[src/bdcu_pkg.sv]
// Shared constants, types and decode helpers of the debug command unit
package bdcu_pkg;
    localparam int LAST_BIT = 16;
    localparam int OP_HI = 15;
    localparam int OP_LO = 10;
    localparam int RW_BIT = 8;
    localparam int SZ_HI = 7;
    localparam int SZ_LO = 6;
    localparam int AD_BIT = 3;
    localparam int RST_CYCLES = 512;
    localparam int FIFO_DEPTH = 32;
    localparam int DATA_W = 16;

    // Link messages: status/control bit, then 16 data bits
    localparam logic [16:0] MSG_COMPLETE = 17'h0FFFF;
    localparam logic [16:0] MSG_NOT_READY = 17'h10000;
    localparam logic [16:0] MSG_BERR = 17'h10001;
    localparam logic [16:0] MSG_ILLEGAL = 17'h1FFFF;

    localparam logic [5:0] OP_NOP = 6'h00;
    localparam logic [5:0] OP_RST = 6'h01;
    localparam logic [5:0] OP_CALL = 6'h02;
    localparam logic [5:0] OP_GO = 6'h03;
    localparam logic [5:0] OP_MEM = 6'h06;
    localparam logic [5:0] OP_BLK = 6'h07;
    localparam logic [5:0] OP_CORE_REG = 6'h08;
    localparam logic [5:0] OP_CTL_REG = 6'h09;

    localparam logic [1:0] SZ_BYTE = 2'h0;
    localparam logic [1:0] SZ_WORD = 2'h1;
    localparam logic [1:0] SZ_LONG = 2'h2;
    localparam logic [1:0] SZ_RSVD = 2'h3;

    localparam logic [2:0] NO_WORDS = 3'h0;
    localparam logic [2:0] ONE_WORD = 3'h1;
    localparam logic [2:0] TWO_WORDS = 3'h2;
    localparam logic [7:0] BYTE_PAD = 8'h00;
    localparam logic [31:0] INC_BYTE = 32'h1;
    localparam logic [31:0] INC_WORD = 32'h2;
    localparam logic [31:0] INC_LONG = 32'h4;

    typedef logic [16:0] bdcu_word_t;

    typedef enum logic [3:0] {
        K_NOP, K_RST, K_CALL, K_GO, K_READ, K_WRITE, K_DUMP,
        K_FILL, K_RREG, K_WREG, K_RCTL, K_WCTL, K_ILL
    } bdcu_kind_e;

    typedef struct packed {
        logic we;
        logic ctl;
        logic [3:0] sel;
        logic [31:0] wdata;
    } bdcu_reg_req_s;

    typedef struct packed {
        logic we;
        logic [2:0] fc;
        logic [1:0] size;
        logic [31:0] addr;
        logic [31:0] wdata;
    } bdcu_mem_req_s;

    function automatic bdcu_kind_e cmd_kind(input logic [15:0] w);
        logic [5:0] op;
        logic rd;
        logic bad;
        op = w[OP_HI:OP_LO];
        rd = w[RW_BIT];
        bad = (w[SZ_HI:SZ_LO] == SZ_RSVD);
        if (op == OP_NOP) return K_NOP;
        else if (op == OP_RST) return K_RST;
        else if (op == OP_CALL) return K_CALL;
        else if (op == OP_GO) return K_GO;
        else if (op == OP_MEM) return bad ? K_ILL : (rd ? K_READ : K_WRITE);
        else if (op == OP_BLK) return bad ? K_ILL : (rd ? K_DUMP : K_FILL);
        else if (op == OP_CORE_REG) return rd ? K_RREG : K_WREG;
        else if (op == OP_CTL_REG) return rd ? K_RCTL : K_WCTL;
        return K_ILL;
    endfunction

    function automatic logic [2:0] ext_words(input bdcu_kind_e k, input logic [1:0] sz);
        logic [2:0] d;
        d = (sz == SZ_LONG) ? TWO_WORDS : ONE_WORD;
        if (k == K_WREG || k == K_WCTL) return TWO_WORDS;
        else if (k == K_READ) return TWO_WORDS;
        else if (k == K_WRITE) return TWO_WORDS + d;
        else if (k == K_FILL) return d;
        return NO_WORDS;
    endfunction

    function automatic logic [31:0] size_bytes(input logic [1:0] sz);
        if (sz == SZ_LONG) return INC_LONG;
        else if (sz == SZ_WORD) return INC_WORD;
        return INC_BYTE;
    endfunction
endpackage

[src/bdcu_fifo.sv]
// Word FIFO with a registered output stage
module bdcu_fifo #(
    parameter int WIDTH = 16,
    parameter int DEPTH = 32
) (
    input wire logic clk_in,
    input wire logic sys_rst_in,
    input wire logic in_valid_in,
    input wire logic [WIDTH-1:0] in_data_in,
    output logic in_ready_out,
    output logic out_valid_out,
    output logic [WIDTH-1:0] out_data_out,
    input wire logic out_ready_in
);
    // DEPTH must be a power of two so the pointers wrap cleanly
    localparam int AW = $clog2(DEPTH);

    logic [WIDTH-1:0] mem_ff [DEPTH];
    logic [AW-1:0] wp_ff;
    logic [AW-1:0] rp_ff;
    logic [AW:0] cnt_ff;
    logic [WIDTH-1:0] out_ff;
    logic out_v_ff;

    wire logic push = in_valid_in && in_ready_out;
    wire logic pull = (cnt_ff != '0) && (!out_v_ff || out_ready_in);

    assign in_ready_out = (cnt_ff != (AW+1)'(DEPTH));
    assign out_valid_out = out_v_ff;
    assign out_data_out = out_ff;

    always_ff @(posedge clk_in) begin
        if (push) begin
            mem_ff[wp_ff] <= in_data_in;
        end
    end

    always_ff @(posedge clk_in or posedge sys_rst_in) begin
        if (sys_rst_in) begin
            wp_ff <= '0;
            rp_ff <= '0;
            cnt_ff <= '0;
            out_ff <= '0;
            out_v_ff <= 1'b0;
        end else begin
            if (push) wp_ff <= wp_ff + 1'b1;
            if (pull) rp_ff <= rp_ff + 1'b1;
            cnt_ff <= cnt_ff + {{AW{1'b0}}, push} - {{AW{1'b0}}, pull};
            if (pull) begin
                out_ff <= mem_ff[rp_ff];
                out_v_ff <= 1'b1;
            end else if (out_ready_in) begin
                out_v_ff <= 1'b0;
            end
        end
    end
endmodule

[src/bdcu_top.sv]
// Background debug command unit: serial link, command decode and sequencer
// Function
// - Decode the six-bit operation field; up to 64 commands.
// - Direction bit set sends data to host; clear writes data inward.
// - Size field 00 byte, 01 word, 10 long, 11 reserved.
// - Address/data bit picks address register when one, data when zero.
// - Addresses take two extension words; immediates one or two by size.
// - Multi-word values travel most significant word first.
// - While a command arrives, shift out previous low result or complete.
// - Transfer after a command returns not-ready, or illegal if unknown.
// - Not-ready only matters during bus cycles; accept within eight clocks.
// - Memory read starts as soon as the low address word arrives.
// - Transfers during a debug memory access receive not-ready.
// - Long and register read results fill the next two transfers; host sends next opcode last.
// - Bus or address error returns the error status, not data.
// - Peripheral reset drives the reset output for 512 cycles.
// - Resume flushes the pipeline and continues at the return PC.
// - Call stacks the PC and starts user patch code.
// - No-op changes nothing and serves as filler.
// - Reads use the source space code, writes the destination one.
// - Register read returns the full long word, upper half first.
// - Register write replaces the whole selected register.
// - Link words are 17 bits, status bit first; host bit ignored.
// - Messages: complete, not-ready, bus error and illegal encodings.
// - Dump and fill reuse the block address and advance it by size.
module bdcu_top #(
    parameter int FIFO_DEPTH_P = bdcu_pkg::FIFO_DEPTH,
    parameter int RST_CYCLES_P = bdcu_pkg::RST_CYCLES
) (
    input wire logic clk_in,
    input wire logic sys_rst_in,
    input wire logic dsclk_in,
    input wire logic dsi_in,
    output logic dso_out,
    output logic link_ready_out,
    input wire logic [2:0] source_space_code_in,
    input wire logic [2:0] destination_space_code_in,
    output logic reg_req_out,
    output bdcu_pkg::bdcu_reg_req_s reg_req_data_out,
    input wire logic [31:0] reg_rdata_in,
    input wire logic reg_ack_in,
    output logic mem_req_out,
    output bdcu_pkg::bdcu_mem_req_s mem_req_data_out,
    input wire logic [31:0] mem_rdata_in,
    input wire logic mem_done_in,
    input wire logic mem_err_in,
    output logic resume_out,
    output logic call_out,
    output logic periph_rst_out
);
    import bdcu_pkg::*;

    typedef enum {S_CMD, S_EXT, S_EXEC, S_REG, S_MEM, S_RESP} bdcu_state_e;

    localparam logic [4:0] LAST_IDX = 5'(LAST_BIT);
    localparam int RST_W = $clog2(RST_CYCLES_P + 1);
    localparam logic [RST_W-1:0] RST_LOAD = RST_W'(RST_CYCLES_P);

    ////////////////////////////////////////////////////////////////////////
    // Link pin synchronisers and edge detect

    logic sclk_s1_ff;
    logic sclk_s2_ff;
    logic sclk_s3_ff;
    logic dsi_s1_ff;
    logic dsi_s2_ff;

    always_ff @(posedge clk_in or posedge sys_rst_in) begin
        if (sys_rst_in) begin
            sclk_s1_ff <= 1'b1;
            sclk_s2_ff <= 1'b1;
            sclk_s3_ff <= 1'b1;
            dsi_s1_ff <= 1'b0;
            dsi_s2_ff <= 1'b0;
        end else begin
            sclk_s1_ff <= dsclk_in;
            sclk_s2_ff <= sclk_s1_ff;
            sclk_s3_ff <= sclk_s2_ff;
            dsi_s1_ff <= dsi_in;
            dsi_s2_ff <= dsi_s1_ff;
        end
    end

    wire logic rise = sclk_s2_ff && !sclk_s3_ff;

    ////////////////////////////////////////////////////////////////////////
    // 17-bit shifters

    logic [4:0] bit_ff;
    logic [16:0] rx_ff;
    logic done_ff;
    bdcu_word_t tx_ff;
    logic two_ff;

    bdcu_state_e state_ff;
    bdcu_word_t rsp0_ff;
    bdcu_word_t rsp1_ff;
    logic rsp_two_ff;

    // Clock parked high with no bit pending, so a reload cannot tear a word
    wire logic link_idle = (bit_ff == '0) && sclk_s2_ff && sclk_s3_ff && !done_ff;
    wire logic seq_load = (state_ff == S_RESP) && link_idle;

    always_ff @(posedge clk_in or posedge sys_rst_in) begin
        if (sys_rst_in) begin
            bit_ff <= '0;
            rx_ff <= '0;
            done_ff <= 1'b0;
        end else begin
            done_ff <= rise && (bit_ff == LAST_IDX);
            if (rise) begin
                rx_ff <= {rx_ff[LAST_BIT-1:0], dsi_s2_ff};
                bit_ff <= (bit_ff == LAST_IDX) ? '0 : bit_ff + 1'b1;
            end
        end
    end

    always_ff @(posedge clk_in or posedge sys_rst_in) begin
        if (sys_rst_in) begin
            tx_ff <= MSG_COMPLETE;
            two_ff <= 1'b0;
        end else if (rise) begin
            tx_ff <= {tx_ff[LAST_BIT-1:0], 1'b0};
        end else if (done_ff) begin
            tx_ff <= two_ff ? rsp1_ff : MSG_NOT_READY;
            two_ff <= 1'b0;
        end else if (seq_load) begin
            tx_ff <= rsp0_ff;
            two_ff <= rsp_two_ff;
        end
    end

    assign dso_out = tx_ff[LAST_BIT];

    ////////////////////////////////////////////////////////////////////////
    // Received word queue

    logic fifo_out_valid;
    logic [DATA_W-1:0] word_w;
    wire logic fifo_out_ready = (state_ff == S_CMD) || (state_ff == S_EXT);
    // Host data bit 16 is ignored; words sent with the upper result word or while busy are dropped
    wire logic fifo_in_valid = done_ff && !two_ff && fifo_out_ready;
    wire logic pop = fifo_out_valid && fifo_out_ready;

    bdcu_fifo #(
        .WIDTH(DATA_W),
        .DEPTH(FIFO_DEPTH_P)
    ) u_rx_fifo (
        .clk_in(clk_in),
        .sys_rst_in(sys_rst_in),
        .in_valid_in(fifo_in_valid),
        .in_data_in(rx_ff[DATA_W-1:0]),
        .in_ready_out(link_ready_out),
        .out_valid_out(fifo_out_valid),
        .out_data_out(word_w),
        .out_ready_in(fifo_out_ready)
    );

    ////////////////////////////////////////////////////////////////////////
    // Decode

    logic [15:0] cmd_ff;
    bdcu_kind_e kind_ff;
    logic [2:0] left_ff;
    logic [2:0] idx_ff;
    logic [31:0] addr_ff;
    logic [31:0] data_ff;
    logic [31:0] blk_ff;
    logic reg_req_ff;
    bdcu_reg_req_s reg_dat_ff;
    logic mem_req_ff;
    bdcu_mem_req_s mem_dat_ff;
    logic resume_ff;
    logic call_ff;
    logic [RST_W-1:0] rst_cnt_ff;

    wire bdcu_kind_e new_kind = cmd_kind(word_w);
    wire logic [2:0] new_left = ext_words(new_kind, word_w[SZ_HI:SZ_LO]);
    wire logic [1:0] sz = cmd_ff[SZ_HI:SZ_LO];
    wire logic has_addr = (kind_ff == K_READ) || (kind_ff == K_WRITE);
    wire logic to_addr = has_addr && (idx_ff < TWO_WORDS);
    wire logic blk_op = (kind_ff == K_DUMP) || (kind_ff == K_FILL);
    wire logic wr_op = (kind_ff == K_WRITE) || (kind_ff == K_FILL);
    wire logic rd_reg = (kind_ff == K_RREG) || (kind_ff == K_RCTL);
    wire logic ctl_reg = (kind_ff == K_RCTL) || (kind_ff == K_WCTL);
    wire logic [31:0] mem_addr = blk_op ? blk_ff : addr_ff;
    wire logic [2:0] fc = wr_op ? destination_space_code_in : source_space_code_in;
    wire logic [15:0] rd_short = (mem_dat_ff.size == SZ_BYTE) ?
        {BYTE_PAD, mem_rdata_in[7:0]} : mem_rdata_in[15:0];

    ////////////////////////////////////////////////////////////////////////
    // Sequencer

    always_ff @(posedge clk_in or posedge sys_rst_in) begin
        if (sys_rst_in) begin
            state_ff <= S_CMD;
            cmd_ff <= '0;
            kind_ff <= K_NOP;
            left_ff <= '0;
            idx_ff <= '0;
            addr_ff <= '0;
            data_ff <= '0;
            blk_ff <= '0;
            rsp0_ff <= MSG_COMPLETE;
            rsp1_ff <= MSG_COMPLETE;
            rsp_two_ff <= 1'b0;
            reg_req_ff <= 1'b0;
            reg_dat_ff <= '0;
            mem_req_ff <= 1'b0;
            mem_dat_ff <= '0;
            resume_ff <= 1'b0;
            call_ff <= 1'b0;
        end else begin
            resume_ff <= 1'b0;
            call_ff <= 1'b0;
            case (state_ff)
                S_CMD: begin
                    if (pop) begin
                        cmd_ff <= word_w;
                        kind_ff <= new_kind;
                        left_ff <= new_left;
                        idx_ff <= '0;
                        if (new_kind == K_ILL) begin
                            rsp0_ff <= MSG_ILLEGAL;
                            rsp_two_ff <= 1'b0;
                            state_ff <= S_RESP;
                        end else if (new_left == NO_WORDS) begin
                            state_ff <= S_EXEC;
                        end else begin
                            state_ff <= S_EXT;
                        end
                    end
                end
                S_EXT: begin
                    if (pop) begin
                        if (to_addr) begin
                            addr_ff <= {addr_ff[15:0], word_w};
                        end else begin
                            data_ff <= {data_ff[15:0], word_w};
                        end
                        idx_ff <= idx_ff + 1'b1;
                        left_ff <= left_ff - 1'b1;
                        if (left_ff == ONE_WORD) state_ff <= S_EXEC;
                    end
                end
                S_EXEC: begin
                    rsp0_ff <= MSG_COMPLETE;
                    rsp_two_ff <= 1'b0;
                    state_ff <= S_RESP;
                    case (kind_ff)
                        K_RREG, K_WREG, K_RCTL, K_WCTL: begin
                            reg_req_ff <= 1'b1;
                            // Address/data bit and number form one select
                            reg_dat_ff <= '{we: !rd_reg, ctl: ctl_reg,
                                sel: cmd_ff[AD_BIT:0], wdata: data_ff};
                            state_ff <= S_REG;
                        end
                        K_READ, K_WRITE, K_DUMP, K_FILL: begin
                            mem_req_ff <= 1'b1;
                            mem_dat_ff <= '{we: wr_op, fc: fc, size: sz,
                                addr: mem_addr, wdata: data_ff};
                            state_ff <= S_MEM;
                        end
                        K_GO: resume_ff <= 1'b1;
                        K_CALL: call_ff <= 1'b1;
                        default: ;
                    endcase
                end
                S_REG: begin
                    if (reg_ack_in) begin
                        reg_req_ff <= 1'b0;
                        if (!reg_dat_ff.we) begin
                            rsp0_ff <= {1'b0, reg_rdata_in[31:16]};
                            rsp1_ff <= {1'b0, reg_rdata_in[15:0]};
                            rsp_two_ff <= 1'b1;
                        end
                        state_ff <= S_RESP;
                    end
                end
                S_MEM: begin
                    if (mem_done_in) begin
                        mem_req_ff <= 1'b0;
                        blk_ff <= mem_dat_ff.addr + size_bytes(mem_dat_ff.size);
                        if (mem_err_in) begin
                            rsp0_ff <= MSG_BERR;
                        end else if (!mem_dat_ff.we && mem_dat_ff.size == SZ_LONG) begin
                            rsp0_ff <= {1'b0, mem_rdata_in[31:16]};
                            rsp1_ff <= {1'b0, mem_rdata_in[15:0]};
                            rsp_two_ff <= 1'b1;
                        end else if (!mem_dat_ff.we) begin
                            rsp0_ff <= {1'b0, rd_short};
                        end
                        state_ff <= S_RESP;
                    end
                end
                S_RESP: begin
                    if (seq_load) state_ff <= S_CMD;
                end
                default: state_ff <= S_CMD;
            endcase
        end
    end

    ////////////////////////////////////////////////////////////////////////
    // Peripheral reset timer; the core itself is left running

    wire logic rst_start = (state_ff == S_EXEC) && (kind_ff == K_RST);

    always_ff @(posedge clk_in or posedge sys_rst_in) begin
        if (sys_rst_in) begin
            rst_cnt_ff <= '0;
        end else if (rst_start) begin
            rst_cnt_ff <= RST_LOAD;
        end else if (rst_cnt_ff != '0) begin
            rst_cnt_ff <= rst_cnt_ff - 1'b1;
        end
    end

    assign periph_rst_out = (rst_cnt_ff != '0);
    assign reg_req_out = reg_req_ff;
    assign reg_req_data_out = reg_dat_ff;
    assign mem_req_out = mem_req_ff;
    assign mem_req_data_out = mem_dat_ff;
    assign resume_out = resume_ff;
    assign call_out = call_ff;
endmodule

[config.mk]
export PLATFORM = sky130hd
export DESIGN_NAME = bdcu_top
export DESIGN_NICKNAME = d
export VERILOG_FILES = /design/src/bdcu_pkg.sv /design/src/bdcu_fifo.sv /design/src/bdcu_top.sv
export SDC_FILE = /design/constraint.sdc
export NUM_CORES = 1
export LEC_CHECK = 0
export CORE_AREA = 3 3 212 317
export DETAILED_ROUTE_END_ITERATION = 10
export DIE_AREA = 0 0 215 320
export DONT_BUFFER_PORTS = 1
export GPL_ROUTABILITY_DRIVEN = 0
export PLACE_DENSITY = 0.7
export SYNTH_ARGS = -nofsm -noshare
export SYNTH_HDL_FRONTEND = slang
export SYNTH_SLANG_ARGS = --single-unit
[constraint.sdc]
create_clock -name clk_in -period 16.1 [get_ports clk_in]
set_clock_uncertainty 0.05 [all_clocks]
set_input_delay 4.025 -clock clk_in [delete_from_list [all_inputs] [get_ports clk_in]]
set_output_delay 4.025 -clock clk_in [all_outputs]
set_load 0.01 [all_outputs]
After elaboration in Yosys (flattened, before gate mapping)
Memories as Yosys holds them, arrays and structs flattened. A register that Yosys moved wholly into a read port is not among the register bits.
Cells that the tools add are included.
{ "classes": {"order_cmp": 1, "n_eq_ne": 52, "bitwise": 2, "reduce_logical": 61, "mux": 107, "add_sub_neg": 10} }
{ "ops": {"columns": ["cell", "count"], "rows": [
  ["32-bit two-way mux", 12],
  ["17-bit two-way mux", 17],
  ["32-bit one-hot mux with 6 select lines", 1],
  ["32-bit by 2-bit == test with 1-bit output (second input constant)", 3],
  ["32-bit by 3-bit == test with 1-bit output (second input constant)", 3],
  ["17-bit one-hot mux with 4 select lines", 1],
  ["32-bit logical NOT", 2],
  ["4-bit two-way mux", 11],
  ["1-bit two-way mux", 41],
  ["17-bit one-hot mux with 2 select lines", 1],
  ["3-bit two-way mux", 11],
  ["32-bit adder", 1],
  ["32-bit by 1-bit == test with 1-bit output (second input constant)", 1],
  ["32-bit by 4-bit == test with 1-bit output (second input constant)", 1],
  ["4-bit by 3-bit == test with 1-bit output (second input constant)", 7],
  ["4-bit == test (second input constant)", 7],
  ["10-bit two-way mux", 2],
  ["2-bit inequality test (second input constant)", 10],
  ["3-bit one-hot mux with 2 select lines", 3],
  ["16-bit two-way mux", 1],
  ["5-bit by 1-bit adder with 5-bit output (second input constant)", 3],
  ["3-bit AND reduction", 5],
  ["1-bit logical AND", 14],
  ["2-bit nonzero test", 7],
  ["other kinds (40)", 68]
]} }
{ "word_totals": {"wordCells": 273, "ramBits": 512, "input_bits": 77, "memories": 1, "ff_bits": 365} }
{ "memory_table": {"columns": ["name", "depth", "width", "rd", "rd_clocked_by_memory_dff", "wr", "line_no", "source"], "rows": [
  ["u_rx_fifo.mem_ff", 32, 16, 1, 1, 1, "bdcu_fifo.sv:18", "logic [WIDTH-1:0] mem_ff [DEPTH];"]
]} }

Longest topological paths before layout
{ "logic_depth": {"word_depth": 21, "ltp_mapped": 15} }

Cells and area by module
From an unflattened synthesis, not the netlist that was laid out.
{ "hier_totals": {"hier_cells": 2338, "area_unflattened_um2": 35505.3} }
{ "by_module_without_submodules": {"columns": ["module", "instances", "seq_area_each_um2", "area_each_um2", "cells_per_inst"], "rows": [
  ["bdcu_fifo", 1, 16200.5, 21141.5, 1058],
  ["bdcu_top", 1, 7971.4, 14363.8, 1280]
]} }

Worst setup path after synthesis
OpenSTA, ideal clock, no wires.
{ "synth_timing": {"kind": "input -> register", "from": "input port mem_err_in", "to": "register rsp1_ff[10]", "cell_stages": 6, "arrival_ns": 5.260, "setup_time_ns": 0.079, "required_ns": 15.971, "path_buffers": 2, "path_slack_ns": 10.711, "cell_sequence": "or4b_1 > clkbuf_1 > o21ai_1 > o2111ai_1 > clkbuf_1 > o21ai_0"} }
{ "synth_via": {"elab_chain_len": 2} }
{ "synth_rtl": {"columns": ["item", "line_no", "source"], "rows": [
  ["start, declared", "bdcu_top.sv:46", "input wire logic mem_err_in,"],
  ["2-bit inequality test (no line)", null, null],
  ["6-bit AND reduction (no line)", null, null],
  ["end signal, assigned", "bdcu_top.sv:274", "rsp1_ff <= {1'b0, reg_rdata_in[15:0]};"],
  ["end signal, assigned", "bdcu_top.sv:288", "rsp1_ff <= {1'b0, mem_rdata_in[15:0]};"],
  ["end, declared", "bdcu_top.sv:97", "bdcu_word_t rsp1_ff;"]
]} }
No other way between the ends.
A chain may end at the register's enable or synchronous reset.

Worst setup path in the final report
{ "layout_timing": {"from": "register rst_cnt_ff[4]", "to": "output port periph_rst_out"} }
{ "layout_via": {"elab_chain_len": 1} }
{ "layout_rtl": {"columns": ["item", "line_no", "source"], "rows": [
  ["start, declared", "bdcu_top.sv:175", "logic [RST_W-1:0] rst_cnt_ff;"],
  ["start signal, assigned", "bdcu_top.sv:315", "rst_cnt_ff <= rst_cnt_ff - 1'b1;"],
  ["10-bit nonzero test", "bdcu_top.sv:319", "assign periph_rst_out = (rst_cnt_ff != '0);"],
  ["end, declared", "bdcu_top.sv:49", "output logic periph_rst_out"]
]} }
No other way between the ends.

==> PnR_summary.wiki <==
{| class="wikitable"
! Metric !! Value
|-
| Hold-fix buffer count after cts || 0
|-
| Xor/xnor cell area share of the yosys netlist || 1.11%
|-
| Number of diodes || 0
|-
| Maximum number of pins on one net before global-route repair || 141
|-
| Transition time at the pin with the least slew margin || 1.43 ns
|-
| Highest Clock Rate || 0.160 GHz
|-
| DRC viols || 0
|-
| Count of final setup violators || 0
|-
| Cell depth of the worst min-delay path || 0
|-
| Average routed wire per standard cell || 25.0 um
|-
| Via count of the first global-routing pass || 20,600
|-
| Top cells by instance count after synthesis || sky130_fd_sc_hd__edfxtp_1 (512), sky130_fd_sc_hd__mux2i_1 (309), sky130_fd_sc_hd__dfrtp_1 (298)
|-
| Port Buffers || 0
|-
| Count of synthesis-stage warnings from yosys || 0
|-
| Die Height || 320 um
|-
| Clock H-tree levels || 3
|-
| Syn Std Cell Area || 35,400 um^2
|-
| Largest family of logic cells by synthesized area || multiplexers
|-
| Top area cells in the synthesized netlist || sky130_fd_sc_hd__edfxtp_1 (43%), sky130_fd_sc_hd__dfrtp_1 (21%), sky130_fd_sc_hd__mux2i_1 (8.7%)
|-
| Post-synthesis compound-gate area fraction || 7.29%
|-
| Critical-path maximum fanout || 10
|-
| Adder-cell area share of the yosys netlist || 1.10%
|-
| Top-count cell post-synth || sky130_fd_sc_hd__edfxtp_1
|-
| Part of the Yosys area used for sequential elements || 68.3%
|-
| Critical-path cell list || nor4_1, nand4b_1
|-
| Max Slew Vio Count || 0
|-
| Post-synthesis register bit count || 861
|-
| Clk sinks || 861
|-
| Overall die area || 68,800 um^2
|-
| Number of enable-type register cells in the synthesized netlist || 512
|-
| Clk buf depth || 3
|-
| Startpoint type of the worst setup path || register
|-
| Data required time of the critical path || 12.03 ns
|-
| Max-cap violations || 0
|-
| Net switching fraction of the power || 32.7%
|-
| Post-Syn Instances || 2,425
|-
| Flop pwr share || 47.8%
|-
| Element type at the critical path end || output port
|-
| Post-synthesis area per instance || 14.6 um^2
|-
| Startpoint of the most critical hold path || dsi_s1_ff
|-
| Pwr dens || 171 nW/um^2
|-
| Clock latency on the worst-skew pair || 0.62 ns
|-
| CTS tree || done
|-
| Vias || 20,300
|-
| Power spent charging and discharging nets || 0.00217 W
|-
| Number of gates given a new drive strength after cts || 0
|-
| Critical path class || reg2out
|-
| Number of post-CTS setup repair buffers || 0
|-
| Number of hold-slack violations in the final timing report || 0
|-
| Number of rows created at floorplan || 114
|-
| Initial cell density of the core || 54.8%
|-
| Worst R2R End || u_rx_fifo.out_data_out[0]
|-
| Static leakage || 15.1 nW
|-
| GRT Resource Usage Total || 24.2%
|-
| Total global routing overflow || 0
|-
| Syn_nets || 2,532
|-
| Number of placed instances with taps included || 3,221
|-
| Crit-path max cell delay || 0.62 ns
|-
| Worst reg2reg path depth || 6
|-
| Power share of the combinational group || 24.7%
|-
| Total Routed Length || 83.8 mm
|-
| Ys flop type || sky130_fd_sc_hd__edfxtp_1
|-
| Share of post-route cells with drive strength above 1 || 17.1%
|-
| Count of antenna-violating nets left after detailed routing || 0
|-
| Count of routing violations after the opening detailed-route iteration || 1,827
|-
| Cell accounting for the most synthesized area || sky130_fd_sc_hd__edfxtp_1
|-
| Count of TritonRoute iterations in the first routing pass || 6
|-
| Nets || 2,536
|-
| Min-Delay Endpoint || dsi_s2_ff
|-
| Peak supply drop || 0.111 mV
|-
| Post-synthesis share of cell area spent on and, or, nand and nor gates || 6.91%
|-
| Arrival time of the worst setup path || 2.18 ns
|-
| Clock root cell || sky130_fd_sc_hd__clkbuf_16
|-
| Async set or reset register ratio after synthesis || 40.5%
|-
| Global-route wire length before repair || 127 mm
|-
| Outcome || complete, no violations
|-
| Slowest cell on the critical path || sky130_fd_sc_hd__nand4b_1
|-
| Initial antenna violation count || 0
|-
| Core area || 64,600 um^2
|-
| Share of synthesized area spent on multiplexers || 13.2%
|-
| Worst r2r src || u_rx_fifo.rp_ff[0]
|-
| TritonCTS Buffers || 76
|-
| Post-synth top area share || 43.4%
|-
| RSZ-0062 raised after global routing || false
|-
| Internal power || 0.00448 W
|-
| Horizontal die dimension || 215 um
|-
| Final period util || 38.8%
|-
| Top-level port count || 192
|-
| Proportion of power drawn by the clock network || 27.5%
|-
| Mean number of vias per cell || 6.05
|-
| Total negative slack for setup checks || 0 ns
|-
| Relative area change from synthesis to final layout || 10.1%
|-
| Setup slack of the most critical reg-to-reg path || 12.02 ns
|-
| Clock-pin slew of the registers on the worst-case setup and hold paths || 0.06 ns
|-
| Synth cell types || 74
|-
| Detail Placement HPWL || 55.1 mm
|-
| Type of the most critical hold path || reg2reg
|-
| Clock period minus worst slack || 6.25 ns
|-
| Headroom to the max-slew limit || 4.98%
|-
| Final instance count without filler cells || 3,357
|}
==> sequential cells by signal (all words and copies together) (netlist names), 3 cells and up <==
| name | flops |
|---|---|
| u_rx_fifo.mem_ff | 512 |
| data_ff | 32 |
| rx_ff | 16 |
| tx_ff | 17 |
| state_ff | 3 |
| idx_ff | 3 |
| rsp0_ff | 17 |
| left_ff | 3 |
| mem_req_data_out | 70 |
| rst_cnt_ff | 10 |
| u_rx_fifo.out_data_out | 16 |
| addr_ff | 32 |
| cmd_ff | 6 |
| u_rx_fifo.wp_ff | 5 |
| reg_req_data_out | 38 |
| u_rx_fifo.cnt_ff | 6 |
| blk_ff | 32 |
| kind_ff | 4 |
| rsp1_ff | 16 |
| bit_ff | 5 |
| u_rx_fifo.rp_ff | 5 |
==> power by group through the flow <==
| stage | logic, W | registers, W | clock network [W] |
|---|---|---|---|
| after floorplan | 0.00124 | 0.00301 | 0 |
| after global placement | 0.00159 | 0.00320 | 0 |
| after detailed placement | 0.00165 | 0.00323 | 0 |
| after CTS | 0.00165 | 0.00318 | 0.00186 |
| after global routing | 0.00179 | 0.00322 | 0.00195 |
| final | 0.00165 | 0.00318 | 0.00183 |
==> worst max-delay path: cells and delay by family (launching register included) <==
kind / cells / cell delay [ns]
DFF: 1 / 0.40
and+or+nand+nor: 2 / 1.16
==> placed cells by master, fill, tap and decap left out, types with 12 or more instances in the layout <==
| cell type | n |
|---|---|
| sky130_fd_sc_hd__a22oi_1 | 129 |
| sky130_fd_sc_hd__o31ai_1 | 18 |
| sky130_fd_sc_hd__a211oi_1 | 12 |
| sky130_fd_sc_hd__nor2_2 | 19 |
| sky130_fd_sc_hd__mux2i_1 | 309 |
| sky130_fd_sc_hd__o22a_1 | 16 |
| sky130_fd_sc_hd__nand2_1 | 231 |
| sky130_fd_sc_hd__o21ai_0 | 117 |
| sky130_fd_sc_hd__inv_1 | 42 |
| sky130_fd_sc_hd__dfrtp_1 | 295 |
| sky130_fd_sc_hd__edfxtp_1 | 512 |
| sky130_fd_sc_hd__nand3_1 | 23 |
| sky130_fd_sc_hd__nor3_1 | 12 |
| sky130_fd_sc_hd__clkbuf_16 | 79 |
| sky130_fd_sc_hd__clkbuf_1 | 16 |
| sky130_fd_sc_hd__dfstp_2 | 51 |
| sky130_fd_sc_hd__nor2b_1 | 15 |
| sky130_fd_sc_hd__ha_1 | 28 |
| sky130_fd_sc_hd__a21oi_1 | 20 |
| sky130_fd_sc_hd__mux2_2 | 139 |
| sky130_fd_sc_hd__a222oi_1 | 16 |
| sky130_fd_sc_hd__nand4_1 | 42 |
| sky130_fd_sc_hd__nor2_1 | 58 |
| sky130_fd_sc_hd__xor2_1 | 14 |
| sky130_fd_sc_hd__o21ai_1 | 18 |
| sky130_fd_sc_hd__buf_4 | 59 |
| sky130_fd_sc_hd__xnor2_1 | 31 |
==> metrics by stage <==
stage	hold slack (ns)	utilization [%]	setup slack [ns]	cell area [um^2]	power (W)
2_1_floorplan	0.281	-	2.43	35400	0.00425
3_3_place_gp	0.288	56.5	9.54	36500	0.00480
3_5_place_dp	0.288	56.5	9.47	36500	0.00487
4_1_cts	0.302	60.3	9.82	39000	0.00670
5_1_grt	0.316	60.3	9.70	39000	0.00696
6_report	0.300	60.3	9.85	39000	0.00666
==> logic make-up after synthesis <==
kind of cell    count (synthesis)
simple gates                  483
fa+ha+maj                      30
compound gates                381
mux                           449
flops                         861
buf+inv                       176
xor+xnor                       45
==> final cells by class <==
type / count / area, um^2
clock buffers: 100 / 2110
multi-input cells: 1388 / 10600
well taps: 870 / 1090
inverters: 43 / 169
fillers: 4821 / 25600
flip-flops and latches: 861 / 24200
repair buffers: 59 / 443
clock inverters: 36 / 395
==> routing by layer <==
metal | up-vias | wire, um | GRT usage (%)
met5 | - | 0 | 0
met4 | 0 | 3510 | 10.4
met3 | 187 | 4420 | 3.81
met2 | 680 | 44300 | 43.7
met1 | 10300 | 31600 | 28.7
li1 | 9111 | - | -
==> how the worst max path moves through the flow <==
stage	start	endpoint	slack [ns]	cells past startpoint
2_1_floorplan	sys_rst_in	addr_ff[0]	2.43	1
3_3_place_gp	sys_rst_in	rsp0_ff[16]	9.54	3
3_5_place_dp	sys_rst_in	rsp0_ff[16]	9.47	3
4_1_cts	rst_cnt_ff[4]	periph_rst_out	9.82	2
5_1_grt	rst_cnt_ff[0]	periph_rst_out	9.70	4
6_report	rst_cnt_ff[4]	periph_rst_out	9.85	2
No activity file was read; power rests on OpenSTA's default activity.
